`config.mk`:
```
export PLATFORM = sky130hd
export DESIGN_NAME = rwd_relay_decoder
export DESIGN_NICKNAME = d
export VERILOG_FILES = /design/src/hdl/rwd_pkg.sv /design/src/hdl/rwd_row_if.sv /design/src/hdl/rwd_relay_decoder.sv /design/src/hdl/rwd_row_dec.sv /design/src/hdl/rwd_sync.sv
export SDC_FILE = /design/constraint.sdc
export NUM_CORES = 1
export LEC_CHECK = 0
export BUFFER_PORTS_ARGS = -buffer_cell sky130_fd_sc_hd__buf_2
export CORE_MARGIN = 3
export CORE_UTILIZATION = 46
export CTS_CLUSTER_SIZE = 30
export DETAILED_ROUTE_END_ITERATION = 10
export GPL_TIMING_DRIVEN = 0
export MAX_ROUTING_LAYER = met4
export PLACE_DENSITY = 0.71
export SETUP_SLACK_MARGIN = 0.4
export SLEW_MARGIN = 0
export SYNTH_ARGS = -nofsm -noshare
export SYNTH_HDL_FRONTEND = slang
export SYNTH_HIERARCHICAL = 1
export SYNTH_SLANG_ARGS = --single-unit
export TNS_END_PERCENT = 5
```
`constraint.sdc`:
```
create_clock -name sys_clk_i -period 7.04 [get_ports sys_clk_i]
set_input_delay 1.76 -clock sys_clk_i [delete_from_list [all_inputs] [get_ports sys_clk_i]]
set_output_delay 1.76 -clock sys_clk_i [all_outputs]
set_load 0.05 [all_outputs]
```
`src/hdl/rwd_pkg.sv`:
```
package rwd_pkg;
  // matrix geometry
  localparam int RWD_ROWS = 12;
  localparam int RWD_COLS = 11;
  localparam int RWD_CODE_W = 4;
  localparam int RWD_WORD_W = 15;
  localparam int RWD_IDX_W = 4;
  // word layout, index 0 is word bit 1
  localparam int RWD_CODE_LSB = 11;
  localparam int RWD_SIGN_COL = 10;
  localparam int RWD_DIGIT_W = 5;
  localparam int RWD_HI_LSB = 5;
  localparam int RWD_LO_LSB = 0;
  // row codes
  localparam logic [3:0] RWD_CODE_OFF = 4'h0;
  localparam logic [3:0] RWD_CODE_ROW1 = 4'h1;
  localparam logic [3:0] RWD_CODE_LAST_DIGIT_ROW = 4'hB;
  localparam logic [3:0] RWD_CODE_LAMP_ROW = 4'hC;
  localparam logic [3:0] RWD_LAMP_ROW = 4'hB;
  // lamp row columns
  localparam int RWD_COL_PROGRAM = 8;
  localparam int RWD_COL_TRACKER = 7;
  localparam int RWD_COL_GIMBAL = 5;
  localparam int RWD_COL_NO_ATT = 3;
  localparam logic [10:0] RWD_CAUTION_MASK = 11'h1A0;
  // display population
  localparam int RWD_DIGIT_POSITIONS = 24;
  localparam int RWD_NUMERIC_POSITIONS = 21;
  localparam int RWD_SIGN_POSITIONS = 3;
  localparam int RWD_INDICATORS = 15;
  // register map, byte addresses
  localparam logic [7:0] RWD_REG_CTRL = 8'h00;
  localparam logic [7:0] RWD_REG_STATUS = 8'h04;
  localparam logic [7:0] RWD_REG_MASK = 8'h08;
  localparam logic [7:0] RWD_REG_WORD = 8'h0C;
  localparam logic [7:0] RWD_REG_DIGITS = 8'h10;
  localparam logic [7:0] RWD_REG_ROW_BASE = 8'h40;
  localparam logic [31:0] RWD_CTRL_RST = 32'h0000_0001;
  localparam logic [31:0] RWD_MASK_RST = 32'h0000_0000;
  // event bits
  localparam int RWD_EV_W = 4;
  localparam int RWD_EV_UPDATE = 0;
  localparam int RWD_EV_BAD_CODE = 1;
  localparam int RWD_EV_LAMP_RESET = 2;
  localparam int RWD_EV_CAUTION = 3;
endpackage : rwd_pkg

```
`src/hdl/rwd_row_if.sv`:
```
`timescale 1ns/1ps
// row code in, one-hot row select out
interface rwd_row_if;
  logic [rwd_pkg::RWD_CODE_W-1:0] code;
  logic [rwd_pkg::RWD_ROWS-1:0] sel;
  logic [rwd_pkg::RWD_IDX_W-1:0] idx;
  logic supply_on;
  logic bad_code;
  modport dec (input code, output sel, output idx, output supply_on, output bad_code);
  modport user (output code, input sel, input idx, input supply_on, input bad_code);
endinterface : rwd_row_if

```
`src/hdl/rwd_relay_decoder.sv`:
```
`timescale 1ns/1ps
module rwd_relay_decoder (
  input wire logic sys_clk_i, // 100 MHz system clock
  input wire logic resetn_i, // synchronous reset, active low
  input wire logic [1:0] row_code_input_high_n_i, // word bits 15-14, inverted
  input wire logic [1:0] row_code_input_low_n_i, // word bits 13-12, inverted
  input wire logic sign_column_input_n_i, // word bit 11, inverted
  input wire logic [9:0] digit_column_n_i, // word bits 10-1, inverted
  input wire logic lamp_reset_key_i, // hard-wired reset discrete
  input wire logic lamp_reset_code_i, // reset keycode seen, same clock
  input wire logic operator_error_req_i, // error lamp request
  input wire logic temp_req_i, // temperature caution request
  input wire logic restart_req_i, // restart caution request
  input wire logic [7:0] addr_i, // register byte address
  input wire logic [31:0] wr_data_i, // register write data
  input wire logic wr_i, // write strobe
  input wire logic rd_i, // read strobe
  output logic [31:0] rd_data_o, // read data, cycle after strobe
  output logic irq_o, // level interrupt
  output logic [131:0] relay_matrix_o, // all relay states, row-major
  output logic [11:0] sign_relays_o, // sign column of each row
  output logic program_lamp_o, // program caution lamp
  output logic tracker_lamp_o, // tracker caution lamp
  output logic gimbal_lock_lamp_o, // gimbal lock caution lamp
  output logic no_attitude_lamp_o, // no attitude lamp
  output logic operator_error_lamp_o, // operator error lamp
  output logic temp_lamp_o, // temperature lamp
  output logic restart_lamp_o, // restart lamp
  output logic navigation_caution_output_o // caution to navigation system
);
  localparam int NR = rwd_pkg::RWD_ROWS;
  localparam int NC = rwd_pkg::RWD_COLS;
  localparam int WW = rwd_pkg::RWD_WORD_W;
  localparam int DW = rwd_pkg::RWD_DIGIT_W;
  localparam int LR = 11;

  // digit field of a column word
  function automatic logic [DW-1:0] digit_of(input logic [NC-1:0] cols, input logic hi);
    digit_of = hi ? cols[rwd_pkg::RWD_HI_LSB +: DW] : cols[rwd_pkg::RWD_LO_LSB +: DW];
  endfunction : digit_of

  logic [WW-1:0] word_n_sync;
  logic [WW-1:0] word_q;
  logic lrst_sync;
  logic [NC-1:0] col_w;
  logic wr_go;
  logic lamp_clear;
  logic lamp_clear_d_reg;
  logic [NC-1:0] relay_reg [NR];
  logic [31:0] ctrl_reg;
  logic [rwd_pkg::RWD_EV_W-1:0] status_reg;
  logic [rwd_pkg::RWD_EV_W-1:0] mask_reg;
  logic [rwd_pkg::RWD_EV_W-1:0] ev_set;
  logic [rwd_pkg::RWD_EV_W-1:0] w1c;
  logic [rwd_pkg::RWD_IDX_W-1:0] last_idx_reg;
  logic [NC-1:0] last_col_reg;
  logic last_go_reg;
  logic caution_next;
  logic supp_opr_reg;
  logic supp_temp_reg;
  logic supp_rst_reg;
  logic [7:0] row_off;
  logic [31:0] rd_next;

  // pins cross into the clock domain
  rwd_sync #(.W(WW), .RST_VAL('1)) u_word_sync (
    .sys_clk_i(sys_clk_i),
    .resetn_i(resetn_i),
    .d_i({row_code_input_high_n_i, row_code_input_low_n_i, sign_column_input_n_i,
          digit_column_n_i}),
    .q_o(word_n_sync)
  );

  rwd_sync #(.W(1), .RST_VAL(1'b0)) u_lrst_sync (
    .sys_clk_i(sys_clk_i),
    .resetn_i(resetn_i),
    .d_i(lamp_reset_key_i),
    .q_o(lrst_sync)
  );

  // undo the interface inversion
  assign word_q = ~word_n_sync;
  assign col_w = word_q[NC-1:0];

  // row decode
  rwd_row_if rif ();
  assign rif.code = word_q[rwd_pkg::RWD_CODE_LSB +: rwd_pkg::RWD_CODE_W];
  rwd_row_dec u_dec (
    .rif(rif.dec)
  );

  // matrix writes only with supply on and enabled
  assign wr_go = ctrl_reg[0] && rif.supply_on && !rif.bad_code;
  assign lamp_clear = lrst_sync || lamp_reset_code_i;

  // latching relay matrix, written on coincidence; lamp reset also clears the lamp row's caution relays
  always_ff @(posedge sys_clk_i) begin
    if (!resetn_i) begin
      for (int r = 0; r < NR; r++) begin
        relay_reg[r] <= '0;
      end
    end else begin
      for (int r = 0; r < NR; r++) begin
        if (wr_go && rif.sel[r]) begin
          relay_reg[r] <= col_w;
        end else if (r == LR && lamp_clear) begin
          relay_reg[r] <= relay_reg[r] & ~rwd_pkg::RWD_CAUTION_MASK;
        end
      end
    end
  end

  // flatten relay state and sign column
  always_comb begin
    for (int r = 0; r < NR; r++) begin
      relay_matrix_o[r*NC +: NC] = relay_reg[r];
      sign_relays_o[r] = relay_reg[r][rwd_pkg::RWD_SIGN_COL];
    end
  end

  // lamp row drives indicators and caution output
  assign caution_next = |(relay_reg[LR] & rwd_pkg::RWD_CAUTION_MASK);
  always_ff @(posedge sys_clk_i) begin
    if (!resetn_i) begin
      program_lamp_o <= 1'b0;
      tracker_lamp_o <= 1'b0;
      gimbal_lock_lamp_o <= 1'b0;
      no_attitude_lamp_o <= 1'b0;
      navigation_caution_output_o <= 1'b0;
    end else begin
      program_lamp_o <= relay_reg[LR][rwd_pkg::RWD_COL_PROGRAM];
      tracker_lamp_o <= relay_reg[LR][rwd_pkg::RWD_COL_TRACKER];
      gimbal_lock_lamp_o <= relay_reg[LR][rwd_pkg::RWD_COL_GIMBAL];
      no_attitude_lamp_o <= relay_reg[LR][rwd_pkg::RWD_COL_NO_ATT];
      navigation_caution_output_o <= caution_next;
    end
  end

  // reset key darkens status lamps until request drops
  always_ff @(posedge sys_clk_i) begin
    if (!resetn_i) begin
      supp_opr_reg <= 1'b0;
      supp_temp_reg <= 1'b0;
      supp_rst_reg <= 1'b0;
      operator_error_lamp_o <= 1'b0;
      temp_lamp_o <= 1'b0;
      restart_lamp_o <= 1'b0;
    end else begin
      supp_opr_reg <= lamp_clear || (supp_opr_reg && operator_error_req_i);
      supp_temp_reg <= lamp_clear || (supp_temp_reg && temp_req_i);
      supp_rst_reg <= lamp_clear || (supp_rst_reg && restart_req_i);
      operator_error_lamp_o <= operator_error_req_i && !lamp_clear && !supp_opr_reg;
      temp_lamp_o <= temp_req_i && !lamp_clear && !supp_temp_reg;
      restart_lamp_o <= restart_req_i && !lamp_clear && !supp_rst_reg;
    end
  end

  // last row written, shown in the digits register
  always_ff @(posedge sys_clk_i) begin
    if (!resetn_i) begin
      last_go_reg <= 1'b0;
      last_idx_reg <= '0;
      last_col_reg <= '0;
      lamp_clear_d_reg <= 1'b0;
    end else begin
      last_go_reg <= wr_go;
      lamp_clear_d_reg <= lamp_clear;
      if (wr_go) begin
        last_idx_reg <= rif.idx;
        last_col_reg <= col_w;
      end
    end
  end

  // events into sticky status
  always_comb begin
    ev_set = '0;
    ev_set[rwd_pkg::RWD_EV_UPDATE] = wr_go;
    ev_set[rwd_pkg::RWD_EV_BAD_CODE] = rif.bad_code;
    ev_set[rwd_pkg::RWD_EV_LAMP_RESET] = lamp_clear && !lamp_clear_d_reg;
    ev_set[rwd_pkg::RWD_EV_CAUTION] = caution_next && !navigation_caution_output_o;
    w1c = '0;
    if (wr_i && addr_i == rwd_pkg::RWD_REG_STATUS) begin
      w1c = wr_data_i[rwd_pkg::RWD_EV_W-1:0];
    end
  end

  // control, status and mask registers; set wins over clear
  always_ff @(posedge sys_clk_i) begin
    if (!resetn_i) begin
      ctrl_reg <= rwd_pkg::RWD_CTRL_RST;
      status_reg <= '0;
      mask_reg <= rwd_pkg::RWD_MASK_RST[rwd_pkg::RWD_EV_W-1:0];
    end else begin
      status_reg <= (status_reg & ~w1c) | ev_set;
      if (wr_i && addr_i == rwd_pkg::RWD_REG_CTRL) begin
        ctrl_reg <= {31'h0, wr_data_i[0]};
      end
      if (wr_i && addr_i == rwd_pkg::RWD_REG_MASK) begin
        mask_reg <= wr_data_i[rwd_pkg::RWD_EV_W-1:0];
      end
    end
  end

  assign irq_o = |(status_reg & mask_reg);

  // read mux, unmapped reads as zero
  assign row_off = addr_i - rwd_pkg::RWD_REG_ROW_BASE;
  always_comb begin
    rd_next = 32'h0;
    if (addr_i == rwd_pkg::RWD_REG_CTRL) begin
      rd_next = ctrl_reg;
    end else if (addr_i == rwd_pkg::RWD_REG_STATUS) begin
      rd_next = {28'h0, status_reg};
    end else if (addr_i == rwd_pkg::RWD_REG_MASK) begin
      rd_next = {28'h0, mask_reg};
    end else if (addr_i == rwd_pkg::RWD_REG_WORD) begin
      rd_next = {17'h0, word_q};
    end else if (addr_i == rwd_pkg::RWD_REG_DIGITS) begin
      rd_next = {16'h0, last_idx_reg, 1'b0, last_col_reg[rwd_pkg::RWD_SIGN_COL],
                 digit_of(last_col_reg, 1'b1), digit_of(last_col_reg, 1'b0)};
    end else if (addr_i >= rwd_pkg::RWD_REG_ROW_BASE && row_off[1:0] == 2'h0
                 && row_off[7:2] < 6'(NR)) begin
      rd_next = {21'h0, relay_reg[row_off[5:2]]};
    end
  end

  // read data stands only in the cycle after the strobe
  always_ff @(posedge sys_clk_i) begin
    if (!resetn_i) begin
      rd_data_o <= 32'h0;
    end else begin
      rd_data_o <= rd_i ? rd_next : 32'h0;
    end
  end

  genvar gr;
  generate
    for (gr = 0; gr < NR; gr++) begin : g_hold

    end
  endgenerate
endmodule : rwd_relay_decoder

```
`src/hdl/rwd_row_dec.sv`:
```
`timescale 1ns/1ps
module rwd_row_dec (
  rwd_row_if.dec rif // code in, row select out
);
  // diode matrix: one row per valid code
  always_comb begin
    rif.sel = '0;
    rif.idx = '0;
    rif.supply_on = 1'b0;
    rif.bad_code = 1'b0;
    if (rif.code != rwd_pkg::RWD_CODE_OFF) begin
      rif.supply_on = 1'b1;
      if (rif.code <= rwd_pkg::RWD_CODE_LAST_DIGIT_ROW) begin
        rif.idx = rif.code - rwd_pkg::RWD_CODE_ROW1;
        rif.sel[rif.idx] = 1'b1;
      end else if (rif.code == rwd_pkg::RWD_CODE_LAMP_ROW) begin
        rif.idx = rwd_pkg::RWD_LAMP_ROW;
        rif.sel[rif.idx] = 1'b1;
      end else begin
        rif.bad_code = 1'b1;
      end
    end
  end
endmodule : rwd_row_dec

```
`src/hdl/rwd_sync.sv`:
```
`timescale 1ns/1ps
module rwd_sync #(
  parameter int W = 1,
  parameter logic [W-1:0] RST_VAL = '0
) (
  input wire logic sys_clk_i, // system clock
  input wire logic resetn_i, // synchronous reset, active low
  input wire logic [W-1:0] d_i, // asynchronous level
  output logic [W-1:0] q_o // synchronised level
);
  logic [W-1:0] meta_reg;
  logic [W-1:0] sync_reg;

  // two flops, first read only by second
  always_ff @(posedge sys_clk_i) begin
    if (!resetn_i) begin
      meta_reg <= RST_VAL;
      sync_reg <= RST_VAL;
    end else begin
      meta_reg <= d_i;
      sync_reg <= meta_reg;
    end
  end

  assign q_o = sync_reg;
endmodule : rwd_sync

```
==> results of run 1 <==
==> logic make-up after synthesis <==
family          Yosys count  synth area share [%]
compound gates          102                  8.20
buf+inv                 106                  6.23
simple gates            306                  15.6
flops                   216                  60.6
mux                      41                  8.71
fa+ha+maj                 5                 0.671
other cells               1                0.0402
==> cells in the mapped netlist, drive strengths merged (2+ instances only) <==
cell	n
nand2b	45
or3	2
nor2b	10
a211oi	4
buf	45
nor3b	5
o211a	12
a221oi	10
a22oi	15
nor2	145
mux4	32
mux2i	8
nand4	2
inv	23
nand3	3
and3	4
a21oi	16
and4	2
o21bai	2
clkbuf	37
edfxtp	132
o21ai	16
a31oi	5
a2bb2oi	3
a21boi	9
and2	11
nand2	68
nor3	4
dfxtp	84
o221a	2
ha	5
==> worst max-delay path: stages (launching register included) <==
cell and delay [ns]:
sky130_fd_sc_hd__dfxtp_1 0.30, sky130_fd_sc_hd__inv_1 0.21, sky130_fd_sc_hd__inv_1 0.17, sky130_fd_sc_hd__ha_1 0.33, sky130_fd_sc_hd__or2_2 0.36, sky130_fd_sc_hd__inv_1 0.07, sky130_fd_sc_hd__inv_1 0.06, sky130_fd_sc_hd__and3_1 0.17
sky130_fd_sc_hd__clkbuf_1 0.15, sky130_fd_sc_hd__buf_2 0.20, sky130_fd_sc_hd__nand2_1 0.13, sky130_fd_sc_hd__clkbuf_1 0.55, sky130_fd_sc_hd__nand2_1 0.60
==> stage by stage <==
| stage | total power [mW] | std cells | worst slack (ns) |
|---|---|---|---|
| detailed placement | 1.83 | 1259 | 3.32 |
| global placement | 1.82 | 1259 | 3.38 |
| global route | 3.01 | 1299 | 3.12 |
| CTS | 2.93 | 1299 | 3.41 |
| finish | 2.92 | 1299 | 3.31 |
| floorplan | 1.72 | 792 | 3.96 |
==> cell usage in the layout (no fill, tap or decap), types with 5 or more instances in the layout <==
cell                        instances
sky130_fd_sc_hd__buf_2            211
sky130_fd_sc_hd__nor2_1           145
sky130_fd_sc_hd__edfxtp_1         132
sky130_fd_sc_hd__dfxtp_1           84
sky130_fd_sc_hd__nand2_1           68
sky130_fd_sc_hd__nand2b_1          44
sky130_fd_sc_hd__clkbuf_1          35
sky130_fd_sc_hd__mux4_2            32
sky130_fd_sc_hd__buf_4             31
sky130_fd_sc_hd__clkbuf_16         23
sky130_fd_sc_hd__o21ai_0           16
sky130_fd_sc_hd__a21oi_1           16
sky130_fd_sc_hd__conb_1            16
sky130_fd_sc_hd__inv_1             14
sky130_fd_sc_hd__a22oi_1           13
sky130_fd_sc_hd__o211a_1           12
sky130_fd_sc_hd__and2_1            11
sky130_fd_sc_hd__a221oi_1          10
sky130_fd_sc_hd__nor2b_1           10
sky130_fd_sc_hd__inv_2              9
sky130_fd_sc_hd__mux2i_1            8
sky130_fd_sc_hd__a21boi_0           7
sky130_fd_sc_hd__a31oi_1            5
sky130_fd_sc_hd__clkinv_1           5
sky130_fd_sc_hd__ha_1               5
==> power breakdown <==
group          leakage, nW  total [mW]  internal [mW]  switching, mW
logic                 2.45       0.380          0.104          0.275
registers             2.06        1.42           1.39         0.0327
clock network        0.332        1.12          0.629          0.490
total                 4.84        2.92           2.12          0.799
==> final cells by class <==
| class | count | area, um^2 |
|---|---|---|
| Fill cell | 1709 | 8240 |
| Sequential cell | 216 | 5650 |
| Multi-Input combinational cell | 470 | 3150 |
| Timing Repair Buffer | 202 | 1010 |
| Clock buffer | 28 | 624 |
| Buffer | 83 | 494 |
| Tap cell | 265 | 332 |
| Inverter | 23 | 86.3 |
| Clock inverter | 12 | 68.8 |
==> per-layer routing <==
layer	part of all wire [%]	global-route usage (%)	up-vias	routed length [um]
met5	0	-	-	0
met3	11	5.48	55	3060
li1	-	-	3173	-
met2	47	39.5	416	13100
met1	40	35.1	3458	11200
met4	2.4	6.51	0	677
==> final timing paths <==
kind | to | slack [ns] | cells past startpoint | from
setup reg to reg | relay_reg[9][9]$_SDFFCE_PN0P_ | 3.31 | 12 | u_word_sync/q_o[11]$_SDFF_PN1_
setup / recovery | relay_reg[9][9]$_SDFFCE_PN0P_ | 3.31 | 12 | u_word_sync/q_o[11]$_SDFF_PN1_
hold reg to reg | u_word_sync/q_o[10]$_SDFF_PN1_ | 0.41 | 1 | u_word_sync/meta_reg[10]$_SDFF_PN1_
hold / removal | u_word_sync/q_o[10]$_SDFF_PN1_ | 0.41 | 1 | u_word_sync/meta_reg[10]$_SDFF_PN1_
==> load_flow_metrics.sql, run 1 <==
INSERT INTO impl_metrics (metric_group, metric, value, unit) VALUES
('status', 'status', 'finished, final reports clean', ''),
('clock_network', 'cts.path.max_buffers', '3', ''),
('yosys', 'ys_warn_count', '6', ''),
('clock_network', 'cts_hold_buf', '0', ''),
('route', 'first_pass_iters', '6', ''),
('floorplanning', 'coreArea', '0.0197', 'mm^2'),
('placement', 'quantity_of_i_o_buffers_inserted_on_ports', '202', ''),
('sta', 'report.final.setup_viol', '0', ''),
('route', 'via_per_inst', '5.47', ''),
('final_layout', 'n_antenna_cell', '0', ''),
('sta', 'finalMaxSlewViolations', '0', ''),
('clock_network', 'post-cts-setup-buffers', '0', ''),
('setup_path', 'critPathMaxFanout', '11', ''),
('route', 'num_vias', '7102', ''),
('sta', 'worst_slew_pin_slew', '0.813', 'ns'),
('sta', 'clock.fmax', '268', 'MHz'),
('sta', 'timing.final.crit_share', '53.0', '%'),
('route', 'postRouteWirelength', '28100', 'um'),
('global_route', 'total_global_routing_overflow', '0', ''),
('global_route', 'grtUsageTotal', '25.6', '%'),
('yosys', 'synth_largest_area_cell', 'sky130_fd_sc_hd__edfxtp_1', ''),
('final_layout', 'area.growth.synth_to_final', '22.4', '%'),
('sta', 'final.min_clock_period', '3.73', 'ns'),
('route', 'initialDrtViolationCount', '730', ''),
('pwr', 'pwr_density_cell', '256', 'mW/mm^2'),
('placement', 'placer_s_final_routability_congestion_estimate', '0.955', ''),
('final_layout', 'num-nets-final', '1087', ''),
('global_route', 'first_global_vias', '6824', ''),
('sta', 'finClkSkew', '0.00709', 'ns'),
('yosys', 'yosysSeqAreaShare', '60.6', '%'),
('floorplanning', 'chipWidth', '148', 'um'),
('yosys', 'syn-mean-instance-area', '12.0', 'um^2'),
('yosys', 'number_of_synthesized_register_bits', '216', ''),
('setup_path', 'worst-endpoint-arrival', '3.82', 'ns'),
('route', 'ant_nets', '0', ''),
('final_layout', 'layout.core_utilization', '58.1', '%'),
('clock_network', 'clk_latency', '0.51', 'ns'),
('run', 'max_cap_viol_count', '0', ''),
('placement', 'dpl.hpwl', '21000', 'um'),
('floorplanning', 'die_area', '0.0220', 'mm^2'),
('yosys', 'netlist_instances', '777', ''),
('clock_network', 'cts_inserted_buffers', '22', ''),
('floorplanning', 'top_level_ports', '249', ''),
('clock_network', 'cts_resized', '0', ''),
('clock_network', 'ctsRootBufferMaster', 'sky130_fd_sc_hd__clkbuf_16', ''),
('floorplanning', 'fp-row-count', '51', ''),
('clock_network', 'tritoncts', 'built', ''),
('setup_path', 'critPathLaunchType', 'flop', ''),
('setup_path', 'criticalPathCategory', 'reg2reg', ''),
('floorplanning', 'start_util', '47.4', '%'),
('clock_network', 'worst_setup_hold_path_clk_slew', '0.06', 'ns'),
('placement', 'placement.cell_area', '0.0107', 'mm^2'),
('route', 'drc_violations', '0', ''),
('yosys', 'synth_top_flop_cell', 'sky130_fd_sc_hd__edfxtp_1', ''),
('yosys', 'synth_largest_type_area_fraction', '42.5', '%'),
('yosys', 'post_synth_edffs', '132', ''),
('yosys', 'post_synth_instance_area', '0.00932', 'mm^2'),
('sta', 'slew_headroom', '45.6', '%'),
('pwr', 'worst_ir_drop_vdd', '0.179', 'mV'),
('clock_network', 'clock_tree.htree_level_count', '1', ''),
('clock_network', 'clock_sink_count', '216', ''),
('yosys', 'synth_top_cells_by_area', 'sky130_fd_sc_hd__edfxtp_1 (43%), sky130_fd_sc_hd__dfxtp_1 (18%), sky130_fd_sc_hd__mux4_2 (7.7%), sky130_fd_sc_hd__nor2_1 (5.8%), sky130_fd_sc_hd__nand2b_1 (3.0%)', ''),
('yosys', 'async_flop_share', '0', '%'),
('global_route', 'antenna_violations_before_repair', '0', ''),
('final_layout', 'largest_register_ff_count', '132', ''),
('sta', 'final.setup.tns', '0', 'ns'),
('final_layout', 'drive_gt1_share', '33.2', '%'),
('floorplanning', 'floorplan.die.height', '148', 'um'),
('sta', 'final.hold.worst_slack', '0.408', 'ns'),
('yosys', 'netlist-cell-type-count', '62', ''),
('worst_hold_path', 'timing.hold.worst.class', 'reg2reg', ''),
('global_route', 'grt_max_degree', '16', ''),
('pwr', 'power.static_leakage', '4.84', 'nW'),
('setup_path', 'worst_setup_path_end_kind', 'flop', ''),
('sta', 'final-hold-violation-count', '0', ''),
('global_route', 'grt_pass1_wl', '41200', 'um'),
('final_layout', 'final_cell_area', '0.0114', 'mm^2'),
('route', 'routedWlPerCell', '21.6', 'um'),
('setup_path', 'critical_path_required', '7.13', 'ns'),
('sta', 'rsz0062_at_grt', 'no', '');
Note: power is estimated with default switching activity, not from simulation.
==> inputs of run 2 (changes only) <==
Settings changed: PLACE_DENSITY 0.71 to 0.74.
Clock period 7.04 ns to 3.22 ns, I/O delays scaled along.
==> run 2 against run 1 <==
Flip-flop and latch count unchanged. Power increased by 130%. Critical path type unchanged. Combinational power increased by 120%. Largest cell class unchanged.
==> load_flow_metrics.sql, run 2 (synthesis gave the netlist of run 1 again) <==
INSERT INTO impl_metrics (metric_group, metric, value, unit) VALUES
('status', 'status', 'finished, final reports clean', ''),
('floorplanning', 'die_area', '0.0220', 'mm^2'),
('pwr', 'worst_ir_drop_vdd', '0.447', 'mV'),
('pwr', 'pwr-share-seq', '47.3', '%'),
('route', 'postRouteWirelength', '28300', 'um'),
('sta', 'slew_headroom', '22.0', '%'),
('global_route', 'grtUsageTotal', '25.5', '%'),
('setup_path', 'criticalPathCategory', 'reg2reg', ''),
('floorplanning', 'top_level_ports', '249', ''),
('sta', 'timing.final.crit_share', '84.8', '%'),
('pwr', 'power.switching_fraction', '26.8', '%'),
('pwr', 'pwr_density_cell', '566', 'mW/mm^2'),
('sta', 'final.min_clock_period', '2.73', 'ns'),
('final_layout', 'layoutNonFillerInstCount', '1302', ''),
('final_layout', 'largest_register_ff_count', '132', ''),
('route', 'routedWlPerCell', '21.7', 'um'),
('route', 'ant_nets', '0', ''),
('placement', 'number_of_instances_in_the_placed_design', '1259', ''),
('sta', 'finClkSkew', '0.0220', 'ns'),
('sta', 'finalMaxSlewViolations', '0', ''),
('floorplanning', 'fp-row-count', '51', ''),
('sta', 'final-hold-violation-count', '0', ''),
('setup_path', 'critPathLaunchType', 'flop', ''),
('route', 'via_per_inst', '5.58', ''),
('final_layout', 'num-nets-final', '1088', ''),
('worst_hold_path', 'hold_path_depth', '1', ''),
('pwr', 'total_switching_power', '1.77', 'mW'),
('clock_network', 'cts_inserted_buffers', '23', ''),
('sta', 'final.hold.worst_slack', '0.405', 'ns'),
('final_layout', 'most-common-layout-cells', 'sky130_fd_sc_hd__buf_2 (210), sky130_fd_sc_hd__nor2_1 (145), sky130_fd_sc_hd__edfxtp_1 (132), sky130_fd_sc_hd__dfxtp_1 (84), sky130_fd_sc_hd__nand2_1 (56)', ''),
('floorplanning', 'chipWidth', '148', 'um'),
('final_layout', 'area.growth.synth_to_final', '24.6', '%'),
('clock_network', 'tritoncts', 'built', ''),
('route', 'first_pass_iters', '5', ''),
('pwr', 'p_total', '6.58', 'mW'),
('floorplanning', 'start_util', '47.4', '%'),
('sta', 'rsz0062_at_grt', 'yes', ''),
('global_route', 'total_global_routing_overflow', '0', ''),
('floorplanning', 'floorplan.die.height', '148', 'um'),
('placement', 'quantity_of_i_o_buffers_inserted_on_ports', '202', ''),
('pwr', 'power.static_leakage', '4.94', 'nW'),
('sta', 'worst_slew_pin_slew', '1.17', 'ns'),
('final_layout', 'layout.filler_cells', '1658', ''),
('clock_network', 'clock_sink_count', '216', ''),
('setup_path', 'worst-endpoint-arrival', '2.91', 'ns'),
('global_route', 'first_global_vias', '6895', ''),
('final_layout', 'most_common_cell_after_layout_fill_and_taps_aside', 'sky130_fd_sc_hd__buf_2', ''),
('sta', 'final.setup.tns', '0', 'ns'),
('pwr', 'power_share_of_the_clock_group', '39.9', '%'),
('global_route', 'grt_pass1_wl', '41500', 'um'),
('placement', 'dpl.hpwl', '21100', 'um'),
('placement', 'placement.cell_area', '0.0107', 'mm^2'),
('route', 'initialDrtViolationCount', '744', ''),
('setup_path', 'worst_setup_path_end_kind', 'flop', ''),
('floorplanning', 'coreArea', '0.0197', 'mm^2'),
('sta', 'report.final.setup_viol', '0', ''),
('setup_path', 'reg2regPathDepth', '12', ''),
('run', 'max_cap_viol_count', '0', ''),
('pwr', 'p_int', '4.81', 'mW'),
('clock_network', 'clock_tree.htree_level_count', '1', ''),
('sta', 'clock.fmax', '366', 'MHz'),
('route', 'num_vias', '7261', ''),
('final_layout', 'final_cell_area', '0.0116', 'mm^2'),
('global_route', 'antenna_violations_before_repair', '1', ''),
('clock_network', 'clk_latency', '0.52', 'ns'),
('route', 'drc_violations', '0', ''),
('pwr', 'share_comb_of_total_power', '12.8', '%'),
('clock_network', 'worst_setup_hold_path_clk_slew', '0.06', 'ns'),
('setup_path', 'critPathMaxFanout', '11', ''),
('clock_network', 'cts.path.max_buffers', '3', ''),
('placement', 'placer_s_final_routability_congestion_estimate', '0.967', ''),
('global_route', 'grt_max_degree', '15', ''),
('worst_hold_path', 'timing.hold.worst.class', 'reg2reg', ''),
('final_layout', 'drive_gt1_share', '36.0', '%'),
('clock_network', 'ctsRootBufferMaster', 'sky130_fd_sc_hd__clkbuf_16', ''),
('setup_path', 'critical_path_required', '3.40', 'ns');
run 2: power by group through the flow:
| stage | sequential (mW) | combinational [mW] | clock (mW) |
|---|---|---|---|
| floorplan | 3.40 | 0.363 | 0 |
| global placement | 3.17 | 0.815 | 0 |
| detailed placement | 3.17 | 0.822 | 0 |
| CTS | 3.11 | 0.834 | 2.64 |
| global route | 3.12 | 0.880 | 2.75 |
| finish | 3.11 | 0.840 | 2.62 |
run 2: worst paths after layout:
kind / start / endpoint / slack, ns
max reg2reg: u_word_sync/q_o[11]$_SDFF_PN1_ / relay_reg[9][1]$_SDFFCE_PN0P_ / 0.49
min: u_word_sync/meta_reg[9]$_SDFF_PN1_ / u_word_sync/q_o[9]$_SDFF_PN1_ / 0.41
min reg2reg: u_word_sync/meta_reg[9]$_SDFF_PN1_ / u_word_sync/q_o[9]$_SDFF_PN1_ / 0.41
max: u_word_sync/q_o[11]$_SDFF_PN1_ / relay_reg[9][1]$_SDFFCE_PN0P_ / 0.49
run 2: cell type report:
cell class,count,area [um^2],share of cell area (%)
Buffer,83,552,4.75
Inverter,23,86.3,0.743
Tap cell,265,332,2.85
Antenna cell,1,2.50,0.0215
Clock inverter,12,86.3,0.743
Sequential cell,216,5650,48.6
Multi-Input combinational cell,470,3240,27.9
Clock buffer,30,664,5.72
Timing Repair Buffer,202,1010,8.70
run 2: per-stage QoR:
stage	worst slack [ns]	utilization, %
2_1_floorplan	0.614	-
3_3_place_gp	-0.464	54.5
3_5_place_dp	-0.493	54.5
4_1_cts	0.418	59.0
5_1_grt	0.355	59.1
6_report	0.488	59.1
run 2: routing by layer:
metal	track usage (%)	wire length, um	part of all wire (%)
met5	-	0	0
met4	6.88	777	2.7
met3	3.87	2710	9.6
met2	40.7	13400	47
met1	34.6	11400	40
run 2: worst max-delay path, stage by stage (launching register included):
cell	delay (ns)
sky130_fd_sc_hd__dfxtp_1	0.30
sky130_fd_sc_hd__inv_2	0.13
sky130_fd_sc_hd__inv_1	0.13
sky130_fd_sc_hd__ha_2	0.26
sky130_fd_sc_hd__or2_2	0.34
sky130_fd_sc_hd__inv_1	0.09
sky130_fd_sc_hd__inv_1	0.06
sky130_fd_sc_hd__and3_1	0.16
sky130_fd_sc_hd__clkbuf_1	0.16
sky130_fd_sc_hd__buf_2	0.21
sky130_fd_sc_hd__nand2_1	0.15
sky130_fd_sc_hd__clkbuf_8	0.23
sky130_fd_sc_hd__nand2_4	0.17
run 2: what timing repair did:
action	4_1_cts	5_1_grt
hold buffers	0	0
pin swaps	0	0
buffers inserted	0	0
endpoints found under the hold margin	0	0
setup endpoints to repair	226	161
gates resized for setup	48	14
==> inputs of run 3 (changes only) <==
Settings changed: ABC_AREA set to 1.
Clock period 3.22 ns to 2.4 ns, I/O delays scaled along.
==> run 3 against run 2 <==
Design area rose by 2.9%. Global-route usage rose by 2.2 points. Final cell count rose by 18%. Clock power rose by 32%. Worst hold slack got worse by 0.14 ns. Register-to-register slack got worse by 0.12 ns. Critical endpoint is now relay_reg[6][10]$_SDFFCE_PN0P_.
==> load_flow_metrics.sql, run 3 <==
INSERT INTO impl_metrics (metric_group, metric, value, unit) VALUES
('route', 'top_layer', 'met4', ''),
('floorplanning', 'chipWidth', '147', 'um'),
('yosys', 'post_synth_instance_area', '0.00917', 'mm^2'),
('sta', 'clock.fmax', '493', 'MHz'),
('yosys', 'synth_largest_area_cell', 'sky130_fd_sc_hd__edfxtp_1', ''),
('route', 'met2RoutedLength', '14300', 'um'),
('route', 'num_vias', '8404', ''),
('sta', 'finClkSkew', '0.0183', 'ns'),
('route', 'first_pass_iters', '5', ''),
('yosys', 'post_synth_edffs', '132', ''),
('yosys', 'synth_top_flop_cell', 'sky130_fd_sc_hd__edfxtp_1', ''),
('clock_network', 'worst_setup_hold_path_clk_slew', '0.07', 'ns'),
('global_route', 'grt_max_degree', '20', ''),
('sta', 'final.setup.tns', '0', 'ns'),
('yosys', 'yosysSeqAreaShare', '61.6', '%'),
('final_layout', 'multi_input_area', '0.00333', 'mm^2'),
('setup_path', 'critical_path_required', '2.60', 'ns'),
('yosys', 'synth_most_common_cell', 'sky130_fd_sc_hd__nand2_1', ''),
('yosys', 'syn-mean-instance-area', '9.25', 'um^2'),
('final_layout', 'layout.filler_cells', '1636', ''),
('final_layout', 'layout.core_utilization', '61.2', '%'),
('yosys', 'synth_largest_type_area_fraction', '43.2', '%'),
('final_layout', 'n_antenna_cell', '0', ''),
('global_route', 'grt_pass1_wl', '44600', 'um'),
('setup_path', 'worst-endpoint-arrival', '2.23', 'ns'),
('placement', 'number_of_instances_in_the_placed_design', '1474', ''),
('yosys', 'ys_warn_count', '6', ''),
('sta', 'report.final.setup_viol', '0', ''),
('global_route', 'first_global_vias', '7825', ''),
('run', 'max_cap_viol_count', '0', ''),
('yosys', 'synth_commonest_cells', 'sky130_fd_sc_hd__nand2_1 (266), sky130_fd_sc_hd__nor2_1 (165), sky130_fd_sc_hd__edfxtp_1 (132)', ''),
('floorplanning', 'start_util', '47.0', '%'),
('placement', 'placer_s_final_routability_congestion_estimate', '0.939', ''),
('final_layout', 'drive_gt1_share', '30.4', '%'),
('sta', 'rsz0062_at_grt', 'yes', ''),
('sta', 'worst_slew_pin_slew', '0.737', 'ns'),
('final_layout', 'layoutNonFillerInstCount', '1530', ''),
('global_route', 'total_global_routing_overflow', '0', ''),
('yosys', 'async_flop_share', '0', '%'),
('global_route', 'grtUsageTotal', '27.7', '%'),
('yosys', 'number_of_synthesized_register_bits', '216', ''),
('setup_path', 'critPathMaxFanout', '6', ''),
('route', 'drc_violations', '0', ''),
('pwr', 'worst_ir_drop_vdd', '0.535', 'mV'),
('sta', 'final-hold-violation-count', '0', ''),
('yosys', 'netlist-cell-type-count', '33', ''),
('clock_network', 'tritoncts', 'built', ''),
('route', 'postRouteWirelength', '31300', 'um'),
('worst_hold_path', 'timing.hold.worst.class', 'in2reg', ''),
('floorplanning', 'fp-row-count', '51', ''),
('setup_path', 'criticalPathCategory', 'reg2reg', ''),
('route', 'dr_wl_met3', '4570', 'um'),
('floorplanning', 'floorplan.die.height', '147', 'um'),
('floorplanning', 'coreArea', '0.0195', 'mm^2'),
('sta', 'final.min_clock_period', '2.03', 'ns'),
('sta', 'timing.final.crit_share', '84.5', '%'),
('final_layout', 'area.growth.synth_to_final', '30.3', '%'),
('yosys', 'netlist_instances', '991', ''),
('yosys', 'synth_top_cells_by_area', 'sky130_fd_sc_hd__edfxtp_1 (43%), sky130_fd_sc_hd__dfxtp_1 (18%), sky130_fd_sc_hd__nand2_1 (11%), sky130_fd_sc_hd__nor2_1 (6.8%), sky130_fd_sc_hd__inv_1 (3.0%)', ''),
('floorplanning', 'die_area', '0.0217', 'mm^2'),
('final_layout', 'largest_register_ff_count', '132', ''),
('clock_network', 'clock_sink_count', '216', ''),
('final_layout', 'most-common-layout-cells', 'sky130_fd_sc_hd__nand2_1 (238), sky130_fd_sc_hd__buf_2 (212), sky130_fd_sc_hd__nor2_1 (155), sky130_fd_sc_hd__edfxtp_1 (132), sky130_fd_sc_hd__dfxtp_1 (84)', ''),
('clock_network', 'cts_inserted_buffers', '22', ''),
('clock_network', 'cts.path.max_buffers', '3', ''),
('route', 'detail_route.wirelength.met1', '11000', 'um'),
('clock_network', 'cts_hold_buf', '0', ''),
('clock_network', 'ctsRootBufferMaster', 'sky130_fd_sc_hd__clkbuf_16', ''),
('final_layout', 'register_area', '0.00565', 'mm^2'),
('final_layout', 'most_common_cell_after_layout_fill_and_taps_aside', 'sky130_fd_sc_hd__nand2_1', ''),
('route', 'ant_nets', '0', ''),
('status', 'status', 'finished, final reports clean', ''),
('placement', 'dpl.hpwl', '21300', 'um'),
('placement', 'quantity_of_i_o_buffers_inserted_on_ports', '203', ''),
('pwr', 'power.static_leakage', '5.32', 'nW'),
('clock_network', 'clk_latency', '0.52', 'ns'),
('sta', 'slew_headroom', '50.8', '%'),
('global_route', 'antenna_violations_before_repair', '0', ''),
('setup_path', 'worst_setup_path_end_kind', 'flop', ''),
('route', 'initialDrtViolationCount', '1077', ''),
('setup_path', 'critPathLaunchType', 'flop', ''),
('final_layout', 'num-nets-final', '1319', ''),
('floorplanning', 'top_level_ports', '249', ''),
('pwr', 'pwr_density_cell', '747', 'mW/mm^2'),
('route', 'routedWlPerCell', '20.5', 'um'),
('clock_network', 'clock_tree.htree_level_count', '1', ''),
('sta', 'finalMaxSlewViolations', '0', ''),
('route', 'via_per_inst', '5.49', '');
run 3: power by group:
group	switching [mW]	internal, mW
registers	0.106	4.09
clock network	1.42	2.04
logic	0.964	0.303
run 3: stage by stage:
step                instance area, um^2  hold slack [ns]  setup slack, ns  total power [mW]
floorplan                          9270            0.380            0.360              5.05
global placement                  10600            0.385           -0.261              5.37
detailed placement                10600            0.388           -0.330              5.39
CTS                               11700            0.256            0.283              8.85
global route                      12000            0.260            0.277              9.15
finish                            12000            0.264            0.372              8.92
run 3: cell type report:
class,count,area share (%)
Buffer,73,4.43
Multi-Input combinational cell,648,27.8
Clock buffer,29,5.53
Inverter,81,2.56
Tap cell,265,2.77
Clock inverter,10,0.670
Timing Repair Buffer,208,8.97
Sequential cell,216,47.2
run 3: cells by family after synthesis:
group | Yosys count | share of synthesized area, %
flip-flops | 216 | 61.6
AO/OA/AOI/OAI | 117 | 7.29
adder cells (fa/ha/maj) | 5 | 0.682
buffers and inverters | 154 | 8.20
other | 1 | 0.0409
AND/OR/NAND/NOR | 498 | 22.2
run 3: worst paths after layout:
check,startpoint,to,slack (ns),cells past startpoint
max reg2reg,u_word_sync/q_o[11]$_SDFF_PN1_,relay_reg[6][10]$_SDFFCE_PN0P_,0.37,10
min reg2reg,u_word_sync/meta_reg[14]$_SDFF_PN1_,u_word_sync/q_o[14]$_SDFF_PN1_,0.40,2
max,u_word_sync/q_o[11]$_SDFF_PN1_,relay_reg[6][10]$_SDFFCE_PN0P_,0.37,10
min,digit_column_n_i[6],u_word_sync/meta_reg[6]$_SDFF_PN1_,0.26,3
run 3: worst max-delay path, cell delays in order, from the launching register on:
cell                      delay (ns)
sky130_fd_sc_hd__dfxtp_1        0.33
sky130_fd_sc_hd__inv_2          0.09
sky130_fd_sc_hd__inv_4          0.05
sky130_fd_sc_hd__ha_4           0.17
sky130_fd_sc_hd__nand3_2        0.13
sky130_fd_sc_hd__nand2_1        0.08
sky130_fd_sc_hd__inv_1          0.14
sky130_fd_sc_hd__nand2_1        0.21
sky130_fd_sc_hd__nor2_4         0.20
sky130_fd_sc_hd__nand2_2        0.15
sky130_fd_sc_hd__nand2_4        0.16
run 3: repair_timing:
action / 4_1_cts / 5_1_grt
setup endpoints to repair: 263 / 259
pin swaps: 3 / 5
gates cloned: 11 / 2
gates resized for setup: 63 / 60
setup buffers: 0 / 4
run 3: routing by layer:
layer | up-vias | GRT usage (%)
met5 | - | -
met4 | 0 | 11.8
met3 | 134 | 7.16
met2 | 692 | 43.2
met1 | 3830 | 34.5
li1 | 3748 | -
